===== config.mk =====
export PLATFORM = sky130hd
export DESIGN_NAME = rtcam_alarm0
export DESIGN_NICKNAME = d
export VERILOG_FILES = /design/src/verilog/rtcam_pkg.sv /design/src/verilog/rtcam_alarm0.sv
export SDC_FILE = /design/constraint.sdc
export NUM_CORES = 1
export LEC_CHECK = 0
export BUFFER_PORTS_ARGS = -buffer_cell sky130_fd_sc_hd__buf_2
export CORE_ASPECT_RATIO = 0.75
export CORE_MARGIN = 10
export CORE_UTILIZATION = 45
export DETAILED_ROUTE_END_ITERATION = 8
export GPL_TIMING_DRIVEN = 0
export PLACE_DENSITY = 0.66
export SLEW_MARGIN = 20
export SYNTH_ARGS = -nofsm -noshare
export SYNTH_HDL_FRONTEND = slang
export SYNTH_SLANG_ARGS = --single-unit
export TNS_END_PERCENT = 100

===== constraint.sdc =====
create_clock -name mclk -period 4.7 [get_ports mclk]
set_clock_uncertainty 0.05 [all_clocks]
set_input_delay 0.235 -clock mclk [delete_from_list [all_inputs] [get_ports mclk]]
set_output_delay 0.235 -clock mclk [all_outputs]
set_load 0.05 [all_outputs]

===== src/verilog/rtcam_pkg.sv =====
// ==========================================================================
// Shared constants and types for the alarm 0 match block.
// ==========================================================================
package rtcam_pkg;

  // Number of alarm fields: seconds, minutes, hours, date, month, weekday.
  localparam int NUM_FIELDS = 6;
  // Width of one BCD time value as compared against a target.
  localparam int BCD_W = 7;
  // Width of the local register address.
  localparam int ADDR_W = 3;

  // Register offsets on the local register port.
  localparam logic [2:0] ADDR_ALARM0_SECONDS = 3'h0;
  localparam logic [2:0] ADDR_ALARM0_MINUTES = 3'h1;
  localparam logic [2:0] ADDR_ALARM0_HOURS = 3'h2;
  localparam logic [2:0] ADDR_ALARM0_DATE = 3'h3;
  localparam logic [2:0] ADDR_ALARM0_MONTH = 3'h4;
  localparam logic [2:0] ADDR_ALARM0_WEEKDAY = 3'h5;
  localparam logic [2:0] ADDR_INTERRUPT_CONTROL = 3'h6;
  localparam logic [2:0] ADDR_STATUS = 3'h7;

  // Field positions.
  localparam int FIELD_EN_BIT = 7;
  localparam int ALARM0_ENABLE_BIT = 5;
  localparam int INTERRUPT_MODE_SELECT_BIT = 7;
  localparam int ALARM0_STATUS_FLAG_BIT = 5;

  // Reset values.
  localparam logic [7:0] ALARM_RESET = 8'h00;
  localparam logic [7:0] INTCTL_RESET = 8'h00;

  // Pulse width of the periodic interrupt, and the clock period.
  localparam int PULSE_TIME_NS = 1000;
  localparam int CLK_PERIOD_NS = 100;
  // Longest time rounds down, never below one cycle.
  localparam int PULSE_CYCLES = (PULSE_TIME_NS / CLK_PERIOD_NS) < 1 ? 1 :
                                (PULSE_TIME_NS / CLK_PERIOD_NS);

  // Current time from the timekeeping counters, index 0 is seconds.
  typedef struct packed {
    logic [NUM_FIELDS-1:0][BCD_W-1:0] field;
  } rtcam_time_t;

  // One register access from the serial interface decoder.
  typedef struct packed {
    logic wr;
    logic [ADDR_W-1:0] addr;
    logic [7:0] data;
  } rtcam_regreq_t;

  // Interrupt output states.
  typedef enum logic [1:0] {
    IRQ_IDLE,
    IRQ_HELD,
    IRQ_PULSE
  } rtcam_state_t;

endpackage : rtcam_pkg


===== src/verilog/rtcam_alarm0.sv =====
`timescale 1ns/1ps
// Summary of operation
// - Field bit 7 enables that field's compare.
// - Minutes target is BCD below enable.
// - Hours, date, month targets also BCD.
// - Alarm interrupts only with enable bit 5.
// - Mode bit 7 zero gives single event.
// - Match when counters advance into target.
// - Match sets status flag, drives output low.
// - Mode one pulses output every match.
// - Seconds-only target 30 fires each minute.
// - Pulsed mode sets flag, needs no clear.
module rtcam_alarm0 #(
  parameter int PULSE_LEN = rtcam_pkg::PULSE_CYCLES
) (
  input wire logic mclk,
  input wire logic rst,
  input wire rtcam_pkg::rtcam_regreq_t regReq,
  output logic [7:0] regRdata_q,
  input wire rtcam_pkg::rtcam_time_t timeNow,
  input wire logic timeTick,
  output logic irqOut_q,
  output logic irqOe_q
);
  import rtcam_pkg::*;

  // ========================================================================
  // Register file
  // ========================================================================

  // Alarm field registers, index 0 is seconds.
  logic [NUM_FIELDS-1:0][7:0] alarm_q;
  logic [NUM_FIELDS-1:0][7:0] alarm_d;
  // Interrupt control register.
  logic [7:0] intCtl_q;
  logic [7:0] intCtl_d;
  // Alarm 0 status flag.
  logic statusFlag_q;
  logic statusFlag_d;
  // Read data next value.
  logic [7:0] regRdata_d;
  // Decoded control bits.
  logic alarmEn;
  logic pulseMode;
  // Software clear request for the status flag.
  logic statusClr;
  // Match result.
  logic alarmFire;

  assign alarmEn = intCtl_q[ALARM0_ENABLE_BIT];
  assign pulseMode = intCtl_q[INTERRUPT_MODE_SELECT_BIT];
  // Writing zero to the flag position clears the flag.
  assign statusClr = regReq.wr && (regReq.addr == ADDR_STATUS) &&
                     !regReq.data[ALARM0_STATUS_FLAG_BIT];

  // Next values of the registers and the read data.
  always_comb begin
    alarm_d = alarm_q;
    intCtl_d = intCtl_q;
    // Writes to the field registers store the full byte.
    if (regReq.wr && (regReq.addr < ADDR_INTERRUPT_CONTROL)) begin
      alarm_d[regReq.addr] = regReq.data;
    end
    if (regReq.wr && (regReq.addr == ADDR_INTERRUPT_CONTROL)) begin
      intCtl_d = regReq.data;
    end
    // A match in the clearing cycle wins over the clear.
    // flag set on match
    if (alarmFire) begin
      statusFlag_d = 1'b1;
    end else if (statusClr) begin
      statusFlag_d = 1'b0;
    end else begin
      statusFlag_d = statusFlag_q;
    end
    // Read data is registered each cycle from the addressed register.
    if (regReq.addr < ADDR_INTERRUPT_CONTROL) begin
      regRdata_d = alarm_q[regReq.addr];
    end else if (regReq.addr == ADDR_INTERRUPT_CONTROL) begin
      regRdata_d = intCtl_q;
    end else begin
      regRdata_d = 8'h00;
      regRdata_d[ALARM0_STATUS_FLAG_BIT] = statusFlag_q;
    end
  end

  // Register storage.
  // All registers load every cycle from their next values, so a write lands at the
  // same edge that the decoder presents it.
  // A clear of the status flag and a match in the same cycle leave the flag set,
  // so a host that clears too late never loses an interrupt.
  always_ff @(posedge mclk or posedge rst) begin
    if (rst) begin
      // Every alarm field comes up disabled, so nothing can match after reset.
      alarm_q <= {NUM_FIELDS{ALARM_RESET}};
      intCtl_q <= INTCTL_RESET;
      statusFlag_q <= 1'b0;
      regRdata_q <= 8'h00;
    end else begin
      alarm_q <= alarm_d;
      intCtl_q <= intCtl_d;
      statusFlag_q <= statusFlag_d;
      regRdata_q <= regRdata_d;
    end
  end

  // ========================================================================
  // Match logic
  // ========================================================================

  // Per-field hit: disabled fields always hit.
  logic [NUM_FIELDS-1:0] fieldHit;
  // Per-field enable bits.
  logic [NUM_FIELDS-1:0] fieldEn;

  // One comparator per field.
  // The comparison is a plain equality of BCD digits, so no binary conversion is
  // needed and a target that is not valid BCD simply never matches.
  // A disabled field reports a hit so that it drops out of the AND below.
  for (genvar i = 0; i < NUM_FIELDS; i++) begin : g_field
    assign fieldEn[i] = alarm_q[i][FIELD_EN_BIT];
    assign fieldHit[i] = !fieldEn[i] ||
                         (alarm_q[i][BCD_W-1:0] == timeNow.field[i]);
  end

  // The tick marks the cycle in which the counters hold their new value.
  // Matching only on the tick keeps a time that stands still at the target from
  // firing again on every clock, and makes writes to the targets harmless until
  // the counters next advance.
  // With every field disabled the alarm never fires, rather than firing each tick.
  // fire on advance
  assign alarmFire = timeTick && alarmEn && (|fieldEn) && (&fieldHit);

  // ========================================================================
  // Interrupt output
  // ========================================================================

  // Output state and pulse counter.
  rtcam_state_t state_q;
  rtcam_state_t state_d;
  logic [15:0] pulseCnt_q;
  logic [15:0] pulseCnt_d;

  // Next state of the interrupt output.
  // Idle leaves the pin released; held keeps it low until the flag is cleared;
  // pulse keeps it low for a fixed number of cycles and then releases it.
  // The flag is not consulted in pulse mode, so periodic alarms keep coming
  // whether or not the host services them.
  always_comb begin
    state_d = state_q;
    pulseCnt_d = pulseCnt_q;
    unique case (state_q)
      IRQ_IDLE: begin
        // Nothing is driven until a match.
      end
      IRQ_HELD: begin
        if (!statusFlag_d) begin
          state_d = IRQ_IDLE;
        end
      end
      IRQ_PULSE: begin
        if (pulseCnt_q <= 16'h0001) begin
          state_d = IRQ_IDLE;
        end else begin
          pulseCnt_d = pulseCnt_q - 16'h0001;
        end
      end
    endcase
    // A new match restarts the output whatever the current state.
    if (alarmFire) begin
      if (pulseMode) begin
        state_d = IRQ_PULSE;
        pulseCnt_d = 16'(PULSE_LEN);
      end else begin
        state_d = IRQ_HELD;
      end
    end
  end

  // State registers and the open-drain drive.
  // The enable is taken from the next state so that the pin follows the state
  // register in the same cycle, with no extra cycle of latency.
  // The data bit is always low: the pin is only ever pulled down, never driven high.
  always_ff @(posedge mclk or posedge rst) begin
    if (rst) begin
      state_q <= IRQ_IDLE;
      pulseCnt_q <= 16'h0000;
      irqOe_q <= 1'b0;
      irqOut_q <= 1'b0;
    end else begin
      state_q <= state_d;
      pulseCnt_q <= pulseCnt_d;
      irqOe_q <= (state_d != IRQ_IDLE);
      irqOut_q <= 1'b0;
    end
  end
endmodule : rtcam_alarm0


==> results.txt <==
The slowest stage of the critical path is the sky130_fd_sc_hd__nor3_1 cell. The flow ran to the end, and the final reports show no timing, DRC or antenna violations. The diode insertion count for antenna repair is 0. The detail-routed via count per cell is ~5.4. The hold path endpoint is alarm_q[38].

The analysis attributes to cell leakage a power of ~2.2 nW. The clock group share of total power is 27.9%. TritonCTS built the clock tree. Relative to the synthesized area, the layout overhead comes to 18.69%. The worst-case headroom to the max-slew limit came out at 43.42%. The root buffer selected by CTS is sky130_fd_sc_hd__clkbuf_16. The setup slack of the worst register-to-register path is 1.74 ns. The initialized floorplan defines 30 standard-cell rows. The number of inserted filler cells in the final layout is 832.

In the layout the commonest cells are sky130_fd_sc_hd__dfrtp_1 (84), sky130_fd_sc_hd__buf_2 (68), sky130_fd_sc_hd__mux2_2 (63), sky130_fd_sc_hd__xnor2_1 (36), sky130_fd_sc_hd__nor2_1 (28). The combinational share of power came out at 25.7%. For this design the ratio of total power to cell area is 471.0 nW/um^2. The startpoint of the lowest-slack hold path is regReq[6]. The Yosys step of the flow raised 0 warnings. Across the whole layout, storage elements account for 2102 sq um. The post-synthesis net count is roughly 420. The final number of hold-violating endpoints came to 0. Derived from the worst setup path, the maximum achievable clock frequency is 338.0 MHz. IR analysis of the VDD net gives a maximum drop of 0.2142 mV. The number of maximum-capacitance violations came out at 0. The pre-CTS setup slack is 1.808 ns. The estimated wirelength of the detail-placed design came out at a little over 8000 microns. The CTS sink count came out at between 80 and 90.

The total internal power came out at 0.001631 W. The arrival time of data at the critical path endpoint is 3.13 ns. Of the cells placed in the final design, the portion with a size suffix greater than 1 is 37.73%. The number of H-tree levels is 3. The ratio of final minimum period to clock period is between 60% and 70%. After technology mapping, the gate count stands at approximately 360. The least setup slack across all paths after layout came out at 1.742 ns.

The switching fraction of total power is approximately a third. Setup violations remaining at the end of the flow were counted as 0. The startpoint type of the worst setup path is a flop. Port buffering added 64 buffers. Entering global routing, the biggest net connects 50 pins. The count of flip-flops with a built-in enable after synthesis is 0.

The first detailed-routing pass ran for 4 iterations. The share of Yosys cell area claimed by the top area cell type came out at between 40% and 50%. The floorplan die area came out at between 10000 and 15000 sq um. The depth of the worst hold-timing path came out at 2. The count of routing violations after the opening detailed-route iteration is roughly 230. The average wire length per cell after detail routing came out at ~19 microns. The via count is roughly 3000. The wire length of the first global-routing pass is ~18000 microns.

In this run the worst path has a maximum fanout of 10. After synthesis the cells add up to between 4000 and 5000 sq um. The number of unique standard cell types used by synthesis is between 40 and 50. The time the final worst path needs with I/O delays and setup is 2.958 ns. Clock-pin slew was measured on the worst setup and hold paths at 0.06 ns.

The initial core utilization came out at a little under half. The critical path is of the flop to flop type. The signal on the critical path passes through xnor2_1 -> nand4_1 -> o41ai_1 -> nand4_1 -> nor3_1 -> buf_2 -> nor2_1. Buffers inserted during clock tree synthesis total 9. The weighted congestion at the end of routability-driven global placement is between 0.8 and 0.9. Global routing consumed, over all layers together, between 15 and 20% of the routing resources. The maximum count of clock buffers along a single path is 2. The final-stage net count came out at 496. For this run, the slowest stage of the critical path takes between 0.7 and 0.8 ns.

The standard cell core area is a little over 9000 sq um. The floorplan die width is 133.3 microns. Setup repair after global routing left no endpoint under its margin.

In this run the critical register-to-register path is launched from alarm_q[22]. The most frequent cell on the critical path is sky130_fd_sc_hd__nand4_1. Adding up every negative setup slack in the final design gives 0 ns. The number of DRC violations after detailed routing came out at 0. The number of flip-flops and latches in the synthesized netlist is 84.

Sequential cells burn around 46% of the power. Sorting the synthesized cells by area gives the leading types as sky130_fd_sc_hd__dfrtp_1 (49%), sky130_fd_sc_hd__mux2_2 (16%), sky130_fd_sc_hd__xnor2_1 (7.3%). The clock latency on the worst-skew pair is around 0.34 ns. The overflow left after global routing came out at 0. The actual transition at the worst max-transition pin is roughly 0.84 ns.

67 I/O pins were placed. The count of antenna-violating nets left after detailed routing came out at 0. Leaving out fill and tap cells, the most frequent cell in the layout is sky130_fd_sc_hd__dfrtp_1. The largest total area in the synthesized netlist belongs to sky130_fd_sc_hd__dfrtp_1. The post-synthesis sequential area ratio came out at around half. The die height is between 100 and 150 microns.

The number of global-route vias before repair came out at 3299. The multi-input combinational cells in the finished layout cover a total of approximately 2100 sq um. For this run, the leading register cell type out of synthesis is sky130_fd_sc_hd__dfrtp_1. At the worst endpoint, the required time is a little under 5 ns. STA classifies the critical path endpoint as a flop. The number of antenna violations at the first check in global routing came out at 0. The total wirelength of the detailed-routed design came out at around 11000 microns.

The logic depth of the worst register-to-register path came out at 7. The net switching power of the design is roughly 0.00079 W. The fraction of synthesis flops using an asynchronous set or reset pin is 100.0%. The endpoint identified for the worst register-to-register timing path is pulseCnt_q[10].

The path class of the lowest-slack min-delay path is input port to flop. The number of max-slew violations in the final report came out at 0. The mean instance size in the synthesized netlist came out at 12.10 sq um.
## cell usage after synthesis, types with 3 or more instances
cell type and number:
sky130_fd_sc_hd__dfrtp_1 84, sky130_fd_sc_hd__mux2_2 63, sky130_fd_sc_hd__xnor2_1 36, sky130_fd_sc_hd__nor2_1 28, sky130_fd_sc_hd__xor2_1 21, sky130_fd_sc_hd__nand2_1 11
sky130_fd_sc_hd__nor4_1 9, sky130_fd_sc_hd__mux2i_1 8, sky130_fd_sc_hd__inv_1 7, sky130_fd_sc_hd__nand4_1 7, sky130_fd_sc_hd__a21oi_1 6, sky130_fd_sc_hd__mux4_2 6
sky130_fd_sc_hd__o21ai_0 6, sky130_fd_sc_hd__o41ai_1 6, sky130_fd_sc_hd__clkbuf_1 5, sky130_fd_sc_hd__nand3_1 5, sky130_fd_sc_hd__nor2b_1 5, sky130_fd_sc_hd__buf_2 4
sky130_fd_sc_hd__ha_1 4, sky130_fd_sc_hd__nand2b_1 3, sky130_fd_sc_hd__o22ai_1 3
## through the flow
| stage | hold WS (ns) | std cells | utilization [%] | total power, W | area [sq um] |
|---|---|---|---|---|---|
| after detailed placement | 0.2492 | 551 | 52.44 | 0.001757 | 4842 |
| after global routing | 0.2032 | 568 | 55.68 | 0.002568 | 5141 |
| after global placement | 0.4367 | 550 | 52.11 | 0.001726 | 4812 |
| after floorplan | 0.3356 | 358 | - | 0.001554 | 4332 |
| final | 0.2019 | 568 | 55.68 | 0.002422 | 5141 |
| after CTS | 0.1858 | 568 | 55.68 | 0.002442 | 5141 |
## registers in the layout, indices dropped and copies added (netlist names)
| register | cells |
|---|---|
| pulseCnt_q | 16 |
| irqOe_q | 1 |
| regRdata_q | 8 |
| statusFlag_q | 1 |
| intCtl_q | 8 |
| state_q | 2 |
| alarm_q | 48 |
## power groups by stage
stage | registers [W] | logic (W) | clock network, W
after floorplan | 0.00114 | 0.000411 | 0
after global placement | 0.00112 | 0.000604 | 0
after detailed placement | 0.00113 | 0.000625 | 0
after CTS | 0.00112 | 0.000630 | 0.000691
after global routing | 0.00115 | 0.000691 | 0.000723
final | 0.00112 | 0.000623 | 0.000676
## cells by family after synthesis
kind of cell    synth area share [%]
other cells                  0.08657
mux                            21.35
flops                          48.53
xor+xnor                       11.53
buf+inv                        1.849
simple gates                   10.43
compound gates                 5.084
fa+ha+maj                      1.155
## routing by layer
layer | vias up | share of wire (%) | GRT usage, % | wire length (microns)
li1 | 1428 | - | - | -
met1 | 1526 | 50 | 23.08 | 5497
met2 | 97 | 42 | 22.37 | 4525
met3 | 12 | 6.7 | 4.880 | 735
met4 | 0 | 1.2 | 4.961 | 133
met5 | - | 0 | 0 | 0
## layout make-up
class / instances / area share, %
Clock buffer: 12 / 5.184
Inverter: 7 / 0.5597
Sequential cell: 84 / 40.89
Clock inverter: 4 / 0.4381
Buffer: 12 / 1.046
Tap cell: 128 / 3.115
Multi-Input combinational cell: 255 / 41.81
Timing Repair Buffer: 66 / 6.960
## worst max-delay path: cells and delay by family (launching register included)
family	cells	cell delay, ns
AO/OA/AOI/OAI	1	0.59
XOR/XNOR	1	0.21
AND/OR/NAND/NOR	4	1.23
flip-flops	1	0.41
buffers and inverters	1	0.35
## worst max path at each step
stage,startpoint,end,slack [ns]
after floorplan,rst,alarm_q[0],2.25
after global placement,rst,alarm_q[18],1.22
after detailed placement,alarm_q[17],pulseCnt_q[10],1.81
after CTS,alarm_q[17],pulseCnt_q[10],1.67
after global routing,alarm_q[17],pulseCnt_q[11],1.59
final,alarm_q[22],pulseCnt_q[10],1.74
## repair_timing
action,CTS,global route
buffers inserted,0,0
gates resized for setup,0,0
endpoints found under the hold margin,35,0
hold buffers,1,0
Note: power is estimated with default switching activity, not from simulation.
